### src/include/twc_regs.svh
// constants of the three-wire control slave: address tag, decode phase code,
// control codes, status bit positions and reset values.
// assumes it is included by bare name from the design files.
`ifndef TWC_REGS_SVH
`define TWC_REGS_SVH

// address phase: upper six bits that select this device
`define TWC_ADDR_TAG     6'h18

// control codes
`define TWC_CC_SETTINGS  8'h00
`define TWC_CC_HDR_DEC   8'h01
`define TWC_CC_HDR_USED  8'h02
`define TWC_CC_ERR_REP   8'h03
`define TWC_CC_RSVD4     8'h04
`define TWC_CC_ANCIL     8'h05
`define TWC_CC_COEF      8'h06
`define TWC_CC_RESUME    8'h07

// status byte bit positions
`define TWC_ST_PARITY    7
`define TWC_ST_PHASE_HI  6
`define TWC_ST_PHASE_LO  5
`define TWC_ST_LOCK      1
`define TWC_ST_RDY       0

// decode phase code of sample decoding
`define TWC_PH_SAMPLES   2'h3

// reset values
`define TWC_CTRL_RST     8'h00
`define TWC_STATUS_RST   8'h00
`define TWC_PIN_RST      3'h4

`endif

### src/include/twc_pkg.sv
// types of the three-wire control slave.
// assumes nothing beyond a SystemVerilog compiler.
package twc_pkg;

   // data operation mode, order follows the two low address bits
   typedef enum logic [1:0] {
      TWC_WR_ITEM,
      TWC_RD_ITEM,
      TWC_WR_CTRL,
      TWC_RD_STAT
   } twc_mode_t;

   // start-up sequence after device reset
   typedef enum logic [1:0] {
      TWC_INIT_HI,
      TWC_INIT_LO,
      TWC_RUN
   } twc_init_t;

   // the three control pins after synchronisation
   typedef struct packed {
      logic clk;
      logic sel;
      logic dat;
   } twc_pins_t;

   // state reported by the decoder core
   typedef struct packed {
      logic       frame_start;
      logic [1:0] phase;
      logic       locked;
      logic       item_ready;
   } twc_core_t;

endpackage

### src/verilog/twc_ctrl_slave.sv
// three-wire control port slave: start-up, address, control and status.
// assumes pins come straight from the package balls; core signals are on
// mclk_i; item payload handling lives in the decoder core.
`timescale 1ns/1ps
`default_nettype none
`include "twc_regs.svh"

module twc_ctrl_slave
   import twc_pkg::*;
(
   // system
   input  wire logic       mclk_i,
   input  wire logic       srst_i,
   // three-wire control pins
   input  wire logic       ctl_bit_clock_i,
   input  wire logic       ctl_addr_data_select_i,
   input  wire logic       ctl_serial_data_i,
   output logic            ctl_serial_data_o,
   output logic            ctl_serial_data_oe_o,
   // decoder core state
   input  wire logic       frame_start_i,
   input  wire logic [1:0] decode_phase_i,
   input  wire logic       input_locked_i,
   input  wire logic       item_ready_i,
   // item transfer side
   output logic            item_start_o,
   output logic            item_resume_o,
   output logic [7:0]      item_code_o,
   output logic [7:0]      control_word_o,
   output logic            item_wr_o,
   output logic [7:0]      item_wdata_o,
   input  wire logic [7:0] item_rdata_i,
   output logic            item_rd_next_o
);

   logic [2:0] sync_w;
   twc_pins_t  pins_s;
   twc_pins_t  prev_q;
   twc_init_t  init_q;
   twc_mode_t  mode_q;
   logic       hit_q;
   logic [2:0] cnt_q;
   logic [7:0] sh_q;
   logic [7:0] tx_q;
   logic [7:0] saved_q;
   logic       ctrl_seen_q;
   logic       oe_q;
   logic [7:0] status_w;
   twc_core_t  core_w;

   ////////////////////////////////////////////////////////////////////////
   // pin synchronisers; clock idles high and select low during reset
   twc_pin_sync #(
      .W   (3),
      .RST (`TWC_PIN_RST)
   ) u_sync (
      .mclk_i  (mclk_i),
      .srst_i  (srst_i),
      .async_i ({ctl_bit_clock_i, ctl_addr_data_select_i, ctl_serial_data_i}),
      .sync_o  (sync_w)
   );

   assign pins_s = sync_w;

   // previous pin levels for edge detection
   always_ff @(posedge mclk_i) begin
      if (srst_i) begin
         prev_q <= `TWC_PIN_RST;
      end else begin
         prev_q <= pins_s;
      end
   end

   ////////////////////////////////////////////////////////////////////////
   // edge and phase decode
   logic clk_rise_w;
   logic clk_fall_w;
   logic sel_edge_w;
   logic run_w;
   logic byte_done_w;
   logic [7:0] rx_w;
   logic addr_done_w;
   logic addr_hit_w;
   logic data_done_w;
   logic rd_mode_w;

   assign clk_rise_w  = pins_s.clk & ~prev_q.clk;
   assign clk_fall_w  = ~pins_s.clk & prev_q.clk;
   assign sel_edge_w  = pins_s.sel ^ prev_q.sel;
   assign run_w       = (init_q == TWC_RUN);
   assign byte_done_w = run_w & clk_rise_w & ~sel_edge_w & (cnt_q == 3'h7);
   assign rx_w        = {pins_s.dat, sh_q[7:1]};         // lsb first
   assign addr_done_w = byte_done_w & ~pins_s.sel;
   assign addr_hit_w  = (rx_w[7:2] == `TWC_ADDR_TAG);
   assign data_done_w = byte_done_w & pins_s.sel & hit_q;
   assign rd_mode_w   = (mode_q == TWC_RD_ITEM) | (mode_q == TWC_RD_STAT);

   ////////////////////////////////////////////////////////////////////////
   // start-up: select must go high then low before the port listens;
   // anything clocked earlier is dropped, protecting other bus users
   always_ff @(posedge mclk_i) begin
      if (srst_i) begin
         init_q <= TWC_INIT_HI;
      end else begin
         unique case (init_q)
            TWC_INIT_HI: if (pins_s.sel) init_q <= TWC_INIT_LO;
            TWC_INIT_LO: if (!pins_s.sel) init_q <= TWC_RUN;
            TWC_RUN:     init_q <= TWC_RUN;
            default:     init_q <= TWC_INIT_HI;
         endcase
      end
   end

   ////////////////////////////////////////////////////////////////////////
   // bit counter and receive shifter; a select edge starts a new byte
   always_ff @(posedge mclk_i) begin
      if (srst_i || !run_w || sel_edge_w) begin
         cnt_q <= 3'h0;
      end else if (clk_rise_w) begin
         cnt_q <= 3'(cnt_q + 3'h1);
      end
   end

   always_ff @(posedge mclk_i) begin
      if (srst_i) begin
         sh_q <= 8'h00;
      end else if (run_w && clk_rise_w) begin
         sh_q <= rx_w;
      end
   end

   ////////////////////////////////////////////////////////////////////////
   // address phase: match latches the mode until the next address phase
   always_ff @(posedge mclk_i) begin
      if (srst_i) begin
         hit_q  <= 1'b0;
         mode_q <= TWC_WR_CTRL;
      end else if (addr_done_w) begin
         hit_q <= addr_hit_w;
         if (addr_hit_w) begin
            mode_q <= twc_mode_t'(rx_w[1:0]);
         end
      end
   end

   ////////////////////////////////////////////////////////////////////////
   // control byte decode; no ready gating, so control is taken at any
   // time and each byte overwrites the last
   logic ctrl_take_w;
   logic code_item_w;
   logic code_resume_w;

   assign ctrl_take_w   = data_done_w & (mode_q == TWC_WR_CTRL);
   assign code_item_w   = (rx_w <= `TWC_CC_COEF) & (rx_w != `TWC_CC_RSVD4);
   assign code_resume_w = (rx_w == `TWC_CC_RESUME);

   always_ff @(posedge mclk_i) begin
      if (srst_i) begin
         control_word_o <= `TWC_CTRL_RST;
         ctrl_seen_q    <= 1'b0;
      end else if (ctrl_take_w) begin
         control_word_o <= rx_w;
         ctrl_seen_q    <= 1'b1;
      end
   end

   // item state; reserved codes fall through and change nothing
   always_ff @(posedge mclk_i) begin
      if (srst_i) begin
         item_code_o <= `TWC_CC_SETTINGS;
         saved_q     <= `TWC_CC_SETTINGS;
      end else if (ctrl_take_w && code_item_w) begin
         item_code_o <= rx_w;
         if (rx_w == `TWC_CC_COEF && item_code_o != `TWC_CC_COEF) begin
            saved_q <= item_code_o;   // remember what coefficients interrupt
         end
      end else if (ctrl_take_w && code_resume_w) begin
         item_code_o <= saved_q;
      end
   end

   // one-cycle strobes towards the core
   always_ff @(posedge mclk_i) begin
      if (srst_i) begin
         item_start_o   <= 1'b0;
         item_resume_o  <= 1'b0;
         item_wr_o      <= 1'b0;
         item_rd_next_o <= 1'b0;
      end else begin
         item_start_o   <= ctrl_take_w & code_item_w;
         item_resume_o  <= ctrl_take_w & code_resume_w;
         item_wr_o      <= data_done_w & (mode_q == TWC_WR_ITEM);
         item_rd_next_o <= data_done_w & (mode_q == TWC_RD_ITEM);
      end
   end

   always_ff @(posedge mclk_i) begin
      if (srst_i) begin
         item_wdata_o <= 8'h00;
      end else if (data_done_w && mode_q == TWC_WR_ITEM) begin
         item_wdata_o <= rx_w;
      end
   end

   ////////////////////////////////////////////////////////////////////////
   // status byte
   assign core_w = '{frame_start: frame_start_i, phase: decode_phase_i,
                     locked: input_locked_i, item_ready: item_ready_i};

   twc_status u_status (
      .mclk_i      (mclk_i),
      .srst_i      (srst_i),
      .core_i      (core_w),
      .ctrl_seen_i (ctrl_seen_q),
      .status_o    (status_w)
   );

   ////////////////////////////////////////////////////////////////////////
   // transmit shifter; reloaded every cycle between bytes so repeated
   // status reads are fresh and bit 0 (ready) sits on the line for polling.
   // item data is passed as the core holds it, valid or not
   logic tx_load_w;

   assign tx_load_w = run_w & pins_s.sel & hit_q & rd_mode_w & (cnt_q == 3'h0);

   always_ff @(posedge mclk_i) begin
      if (srst_i) begin
         tx_q <= 8'h00;
      end else if (tx_load_w) begin
         tx_q <= (mode_q == TWC_RD_STAT) ? status_w
                                         : item_rdata_i;
      end else if (clk_fall_w && cnt_q != 3'h0) begin
         tx_q <= {1'b0, tx_q[7:1]};
      end
   end

   // drive only in an addressed read data phase; undriven in reset
   always_ff @(posedge mclk_i) begin
      if (srst_i) begin
         oe_q <= 1'b0;
      end else begin
         oe_q <= run_w & pins_s.sel & hit_q & rd_mode_w;
      end
   end

   assign ctl_serial_data_o    = tx_q[0];
   assign ctl_serial_data_oe_o = oe_q;
endmodule

`default_nettype wire

### src/verilog/twc_pin_sync.sv
// two-flop synchronisers for the control pins.
// assumes pins are asynchronous to mclk_i; reset value per bit from RST.
`timescale 1ns/1ps
`default_nettype none

module twc_pin_sync #(
   parameter int unsigned    W   = 3,
   parameter logic [W-1:0]   RST = '0
) (
   // system
   input  wire logic         mclk_i,
   input  wire logic         srst_i,
   // pins in, synchronised out
   input  wire logic [W-1:0] async_i,
   output logic      [W-1:0] sync_o
);

   logic [W-1:0] meta_q;

   ////////////////////////////////////////////////////////////////////////
   // one synchroniser per pin; meta_q feeds only the second stage
   for (genvar i = 0; i < W; i++) begin : g_bit
      always_ff @(posedge mclk_i) begin
         if (srst_i) begin
            meta_q[i] <= RST[i];
            sync_o[i] <= RST[i];
         end else begin
            meta_q[i] <= async_i[i];
            sync_o[i] <= meta_q[i];
         end
      end
   end

endmodule

`default_nettype wire

### src/verilog/twc_status.sv
// status byte builder: frame parity counter, phase, lock and ready.
// assumes core inputs are on mclk_i; frame_start is a one-cycle pulse.
`timescale 1ns/1ps
`default_nettype none
`include "twc_regs.svh"

module twc_status
   import twc_pkg::*;
(
   // system
   input  wire logic      mclk_i,
   input  wire logic      srst_i,
   // core state and control history
   input  wire twc_core_t core_i,
   input  wire logic      ctrl_seen_i,
   // status byte
   output logic [7:0]     status_o
);

   logic parity_q;
   logic ready_w;
   logic lock_w;

   ////////////////////////////////////////////////////////////////////////
   // modulo 2 frame counter
   always_ff @(posedge mclk_i) begin
      if (srst_i) begin
         parity_q <= 1'b0;
      end else if (core_i.frame_start) begin
         parity_q <= ~parity_q;
      end
   end

   // ready held low until a control byte arrives after reset
   assign ready_w = ctrl_seen_i & core_i.item_ready;
   assign lock_w  = core_i.locked;

   ////////////////////////////////////////////////////////////////////////
   // byte refreshed every cycle; parity and phase are zeroed while
   // unlocked so the host never sees stale frame state.
   // the phase is passed as the core reports it; the core owns the
   // minimum length of sample decoding.
   always_ff @(posedge mclk_i) begin
      if (srst_i) begin
         status_o <= `TWC_STATUS_RST;
      end else begin
         status_o <= '0;
         status_o[`TWC_ST_PARITY]   <= parity_q & lock_w;
         status_o[`TWC_ST_PHASE_HI] <= core_i.phase[1] & lock_w;
         status_o[`TWC_ST_PHASE_LO] <= core_i.phase[0] & lock_w;
         status_o[`TWC_ST_LOCK]     <= lock_w;
         status_o[`TWC_ST_RDY]      <= ready_w;
      end
   end
endmodule

`default_nettype wire

### config.mk
export PLATFORM = sky130hd
export DESIGN_NAME = twc_ctrl_slave
export DESIGN_NICKNAME = d
export VERILOG_FILES = /design/src/include/twc_pkg.sv /design/src/verilog/twc_ctrl_slave.sv /design/src/verilog/twc_pin_sync.sv /design/src/verilog/twc_status.sv
export VERILOG_INCLUDE_DIRS = /design/src /design/src/include
export SDC_FILE = /design/constraint.sdc
export NUM_CORES = 1
export LEC_CHECK = 0
export BUFFER_PORTS_ARGS = -buffer_cell sky130_fd_sc_hd__buf_2
export CORE_UTILIZATION = 60
export CTS_CLUSTER_DIAMETER = 200
export DETAILED_ROUTE_END_ITERATION = 6
export MAX_ROUTING_LAYER = met4
export PLACE_DENSITY = 0.94
export SKIP_LAST_GASP = 1
export SLEW_MARGIN = 0
export SYNTH_ARGS = -nofsm -noshare
export SYNTH_HDL_FRONTEND = slang
export SYNTH_SLANG_ARGS = --single-unit
export TNS_END_PERCENT = 20
### constraint.sdc
create_clock -name mclk_i -period 6.94 [get_ports mclk_i]
set_clock_uncertainty 0.15 [all_clocks]
set_input_delay 1.041 -clock mclk_i [delete_from_list [all_inputs] [get_ports mclk_i]]
set_output_delay 1.041 -clock mclk_i [all_outputs]
set_load 0.1 [all_outputs]
==> results of run 1 <==
[metrics by stage]
stage / util, % / power (W) / hold slack (ns) / instances / area [um2]
2_1_floorplan: - / 0.000487 / 0.239 / 324 / 3030
3_3_place_gp: 68.2 / 0.000495 / 0.242 / 414 / 3270
3_5_place_dp: 68.2 / 0.000500 / 0.248 / 414 / 3270
4_1_cts: 73.0 / 0.000871 / 0.264 / 430 / 3490
5_1_grt: 73.0 / 0.000894 / 0.272 / 430 / 3490
6_report: 73.0 / 0.000866 / 0.262 / 430 / 3490
[state kept, by name (all words and copies together) (netlist names)]
name                  cells
control_word_o            8
item_code_o               8
item_wdata_o              8
saved_q                   8
tx_q                      8
sh_q                      7
u_status.status_o         5
cnt_q                     3
u_sync.meta_q             3
u_sync.sync_o             3
init_q                    2
mode_q                    2
prev_q                    2
ctl_serial_data_oe_o      1
ctrl_seen_q               1
hit_q                     1
item_rd_next_o            1
item_resume_o             1
item_start_o              1
item_wr_o                 1
u_status.parity_q         1
[cell usage in the layout, fill, tap and decap left out, types with 7 or more instances in the layout]
cell type and instances:
nor2_1 29, dfxtp_1 75, nand3_1 12, buf_2 47, mux2i_1 18, nand2_1 26, ha_1 7, nand4_1 12
a21oi_1 30, clkbuf_8 11, o21ai_0 9, nor2b_1 9
[how the worst max path moves through the flow]
stage                              start             end  slack, ns  cells after the start
after detailed placement          srst_i  item_code_o[7]       4.08                      4
after floorplan           item_code_o[0]      saved_q[6]       4.65                      4
after global routing            cnt_q[0]  item_code_o[2]       4.06                      6
after CTS                       cnt_q[0]  item_code_o[2]       4.21                      6
after global placement            srst_i  item_code_o[6]       4.19                      4
final                           cnt_q[0]  item_code_o[2]       4.21                      6
[routing by layer]
layer	part of all wire [%]	global-route usage, %
met1	43	32.3
met4	2.6	14.6
met5	0	-
met2	47	43.3
met3	6.5	7.73
[power by group]
| group | internal (W) | leakage (nW) | switching [W] |
|---|---|---|---|
| clock network | 0.000222 | 0.113 | 0.000155 |
| registers | 0.000438 | 0.607 | 0.00000409 |
| logic | 0.0000191 | 0.698 | 0.0000284 |
| total | 0.000678 | 1.42 | 0.000187 |
[kinds of logic (layout without fill, tap and decap cells)]
| family | after synthesis | count (layout) | share of synthesized area [%] |
|---|---|---|---|
| muxes | 22 | 22 | 7.43 |
| xor gates and xnor gates | 3 | 3 | 0.867 |
| adders and majority gates | 7 | 7 | 2.89 |
| and+or+nand+nor | 125 | 125 | 22.3 |
| AOI/OAI and AO/OA | 62 | 62 | 12.9 |
| buffers and inverters | 30 | 69 | 4.04 |
| DFF | 75 | 75 | 49.5 |
[area by class of cell]
type	instances	area (um2)	area share, %
clock buffer	12	155	4.44
clock inverter	4	72.6	2.08
inverter	6	22.5	0.645
multi-input combinational	219	1420	40.7
sequential	75	1500	43.0
tap	67	83.8	2.40
timing repair buffer	47	235	6.73
==> results.py, run 1 <==
metrics = {
    "status": {
        "status": "complete, no violations",
    },
    "cts": {
        "cts_resized": 0,
        "clock-sinks": 75,
        "cts-htree-levels": 3,
        "cts_setup_buffers": 0,
        "cts_buffers": 9,
        "clkLatencyLatePin_ns": 0.35,
        "clockBufferDepth": 2,
        "clk_pin_slew_ns": 0.07,
        "cts_root_buf": "clkbuf_8",
        "cts_hold_buf": 0,
        "cts_tree": "done",
    },
    "route": {
        "wl_per_cell_um": 15.3,
        "routed_wl_um": 6590,
        "drt-initial-drc-count": 229,
        "vias_per_cell": 5.91,
        "drt-pass1-iter-count": 5,
        "ant_nets": 0,
        "route.detailed.drc": 0,
        "vias": 2543,
    },
    "synth": {
        "yosysWarnings": 0,
        "synthCells": 324,
        "synth_area_leaders": "dfxtp_1 (50%), mux2i_1 (5.9%), a21oi_1 (5.0%)",
        "syn_nets": 349,
        "avgSynthCellArea_um2": 9.36,
        "synth_seq_cells": 75,
        "ys.flop_type": "dfxtp_1",
        "synthTopCellsByCount": "dfxtp_1 (75), a21oi_1 (30), nor2_1 (29), nand2_1 (26), clkbuf_1 (19)",
        "synth_top_area_share_pct": 49.5,
        "syn-cell-area_mm2": 0.00303,
        "synth_seq_area_share_pct": 49.5,
        "synth_cell_types": 43,
        "synth-edff-count": 0,
        "synthMostInstantiatedCell": "dfxtp_1",
        "synth_top_cell_by_area": "dfxtp_1",
        "async_flop_share_pct": 0,
    },
    "flow_run": {
        "drv_cap": 0,
    },
    "worst_setup_path": {
        "reg2reg_depth": 6,
        "cpMaxStageDelayCell": "or4b_1",
        "cp_cell_sequence": "ha_1 > ha_1 > nand4b_4 > or4b_1 > or2_4 > a311oi_1",
        "startpoint_type": "flip-flop",
        "path_class": "reg2reg",
        "r2r-start": "cnt_q[0]",
        "crit_buf_inv": 0,
        "end_kind": "flip-flop",
        "slowest_delay_ns": 0.94,
        "reg2reg_setup_slack_ns": 4.21,
        "worstPathArrival_ns": 2.83,
        "crit_top_cell": "ha_1",
        "crit_family": "simple AND/OR/NAND/NOR gates",
        "worst-path-max-fanout": 29,
        "worstPathRequired_ns": 7.04,
        "r2r-end": "item_code_o[2]",
    },
    "hold_path": {
        "worstHoldPathCells": 1,
        "hp-start": "u_sync.meta_q[2]",
        "holdPathEnd": "u_sync.sync_o[2]",
        "min_path_type": "reg2reg",
    },
    "power": {
        "peakVddDrop_v": 0.000174,
        "power.density_mw_per_mm2": 248,
        "leakage_nw": 1.42,
    },
    "sta": {
        "fin_crit_sh_pct": 39.4,
        "fin_crit_ns": 2.73,
        "fmax_ghz": 0.366,
        "slew_headroom_pct": 16.5,
        "setup_ws_ns": 4.21,
        "hold_viol_final": 0,
        "final_max_slew_viol_count": 0,
        "rsz0062_at_grt": "false",
        "setup_viol": 0,
        "worst-slew-pin-transition_ns": 1.24,
        "fin_tns_setup_ns": 0,
    },
    "floorplanning": {
        "die_height_um": 73.1,
        "start_util_pct": 63.3,
        "core_area_mm2": 0.00479,
        "rows": 25,
        "boundaryPins": 48,
        "dieWidth_um": 73.1,
        "die_area_mm2": 0.00534,
    },
    "placement": {
        "dp_slack_ns": 4.08,
        "io_buffers": 47,
        "gp_congestion": 0.859,
        "dp_hpwl_um": 4300,
    },
    "grt": {
        "grt_max_degree": 59,
        "antenna_found_initial": 0,
        "grt_usage_pct": 27.7,
        "grt_pass1_vias": 2415,
        "grt_pass1_wl_um": 10800,
        "overflow": 0,
    },
    "finish": {
        "fillers": 358,
        "layout.nets": 383,
        "drive_above_1_share_pct": 21.8,
        "diodes": 0,
        "syn2layout_area_growth_pct": 15.2,
    },
}
Note: power is estimated with default switching activity, not from simulation.
==> run 2: changes to the inputs <==
CORE_UTILIZATION = 50   (was 60)
PLACE_DENSITY = 0.85   (was 0.94)
clock period = 2.3 ns   (was 6.94 ns; I/O delays follow)
==> results.py, run 2 (synthesized netlist as in run 1, its figures left out) <==
metrics = {
    "status": {
        "status": "complete, no violations",
    },
    "cts": {
        "clockBufferDepth": 2,
        "cts_buffers": 9,
        "cts_root_buf": "clkbuf_8",
        "clkLatencyLatePin_ns": 0.35,
        "cts_tree": "done",
        "clock-sinks": 75,
        "cts-htree-levels": 3,
        "cts_hold_buf": 0,
        "clk_pin_slew_ns": 0.08,
    },
    "finish": {
        "layout_commonest_cell": "dfxtp_1",
        "layout.nets": 398,
        "final_cell_mix": "dfxtp_1 (75), buf_2 (47), a21oi_1 (30), nor2_1 (29), nand2_1 (26)",
        "diodes": 0,
        "fillers": 481,
        "final_cell_area_mm2": 0.00360,
        "drive_above_1_share_pct": 25.7,
        "fin_cells": 450,
        "syn2layout_area_growth_pct": 18.8,
    },
    "worst_setup_path": {
        "end_kind": "flip-flop",
        "reg2reg_setup_slack_ns": 0.09,
        "slowest_delay_ns": 0.39,
        "worstPathRequired_ns": 2.40,
        "worst-path-max-fanout": 6,
        "cp_cell_sequence": "ha_1 > ha_1 > nand4b_4 > buf_4 > nor4b_4 > buf_4 > nand4_1 > a311oi_1",
        "path_class": "reg2reg",
        "startpoint_type": "flip-flop",
        "cpMaxStageDelayCell": "dfxtp_1",
        "worstPathArrival_ns": 2.31,
    },
    "sta": {
        "slew_headroom_pct": 67.3,
        "final_max_slew_viol_count": 0,
        "fin_crit_sh_pct": 96.2,
        "rsz0062_at_grt": "true",
        "setup_viol": 0,
        "fin_tns_setup_ns": 0,
        "worst-slew-pin-transition_ns": 0.494,
        "fmax_ghz": 0.452,
        "fin_crit_ns": 2.21,
        "hold_viol_final": 0,
        "setup_ws_ns": 0.0871,
    },
    "route": {
        "vias": 2496,
        "wl_per_cell_um": 14.5,
        "drt-pass1-iter-count": 4,
        "routed_wl_um": 6540,
        "ant_nets": 0,
        "drt-initial-drc-count": 226,
        "route.detailed.drc": 0,
        "vias_per_cell": 5.55,
    },
    "placement": {
        "gp_congestion": 0.858,
        "io_buffers": 47,
        "dp_hpwl_um": 4400,
        "place_inst": 431,
        "dp_slack_ns": 0.0117,
        "dpl_cell_area_mm2": 0.00337,
    },
    "power": {
        "peakVddDrop_v": 0.000451,
        "total_power_w": 0.00247,
        "power.density_mw_per_mm2": 686,
        "leakage_nw": 1.49,
    },
    "flow_run": {
        "drv_cap": 0,
    },
    "floorplanning": {
        "core_area_mm2": 0.00568,
        "start_util_pct": 53.4,
        "die_height_um": 79.9,
        "rows": 27,
        "die_area_mm2": 0.00638,
        "dieWidth_um": 79.9,
        "boundaryPins": 48,
    },
    "grt": {
        "grt_pass1_vias": 2313,
        "grt_usage_pct": 23.1,
        "grt_max_degree": 40,
        "overflow": 0,
        "grt_pass1_wl_um": 11000,
        "antenna_found_initial": 0,
    },
    "hold_path": {
        "min_path_type": "in2reg",
    },
}
## run 2: changes by cell type in the layout (fill, tap and decap cells not counted), sizes merged
cell	previous run	this run
bufinv	2	1
clkinv	1	3
inv	6	7
clkbuf	12	10
buf	47	62
## run 2: per-stage QoR
stage | hold WS (ns) | utilization [%]
detailed placement | 0.248 | 59.5
global route | 0.0241 | 63.5
CTS | 0.0242 | 62.9
global placement | 0.244 | 59.5
floorplan | 0.239 | -
finish | 0.0345 | 63.5
## run 2: path summary, 6_finish.rpt
kind                    startpoint          endpoint  depth (start not counted)
setup / recovery          cnt_q[0]    item_code_o[1]                          8
hold / removal     ctl_bit_clock_i  u_sync.meta_q[2]                          2
setup reg to reg          cnt_q[0]    item_code_o[1]                          8
hold reg to reg   u_sync.meta_q[2]  u_sync.sync_o[2]                          1
## run 2: metal layers
layer / wire (um) / GRT usage, % / vias up
met5: 0 / - / -
met4: 140 / 11.8 / 0
met3: 346 / 4.34 / 13
met2: 3020 / 34.8 / 79
met1: 3030 / 29.6 / 1158
li1: - / - / 1246
## run 2: power by group
part,internal (W),switching (W)
clock,0.000503,0.000488
sequential,0.00132,0.0000125
combinational,0.0000596,0.0000873
## run 2: final cells by class
| type | count | area [um2] | share of cell area (%) |
|---|---|---|---|
| inverters | 6 | 22.5 | 0.625 |
| clock inverters | 6 | 65.1 | 1.81 |
| clock buffers | 10 | 128 | 3.54 |
| flip-flops and latches | 75 | 1500 | 41.7 |
| multi-input cells | 219 | 1440 | 39.8 |
| well taps | 72 | 90.1 | 2.50 |
| repair buffers | 62 | 360 | 10.0 |
## run 2: critical path, delay by kind of cell (launching register included)
| family | cells | cell delay, ns |
|---|---|---|
| flip-flops | 1 | 0.39 |
| adder cells (fa/ha/maj) | 2 | 0.35 |
| buffers and inverters | 2 | 0.37 |
| AND/OR/NAND/NOR | 3 | 0.56 |
| AO/OA/AOI/OAI | 1 | 0.31 |
## run 2: what timing repair did
item                       CTS  global route
setup endpoints to repair    0            21
buffers inserted             0             3
resized for setup            0             3
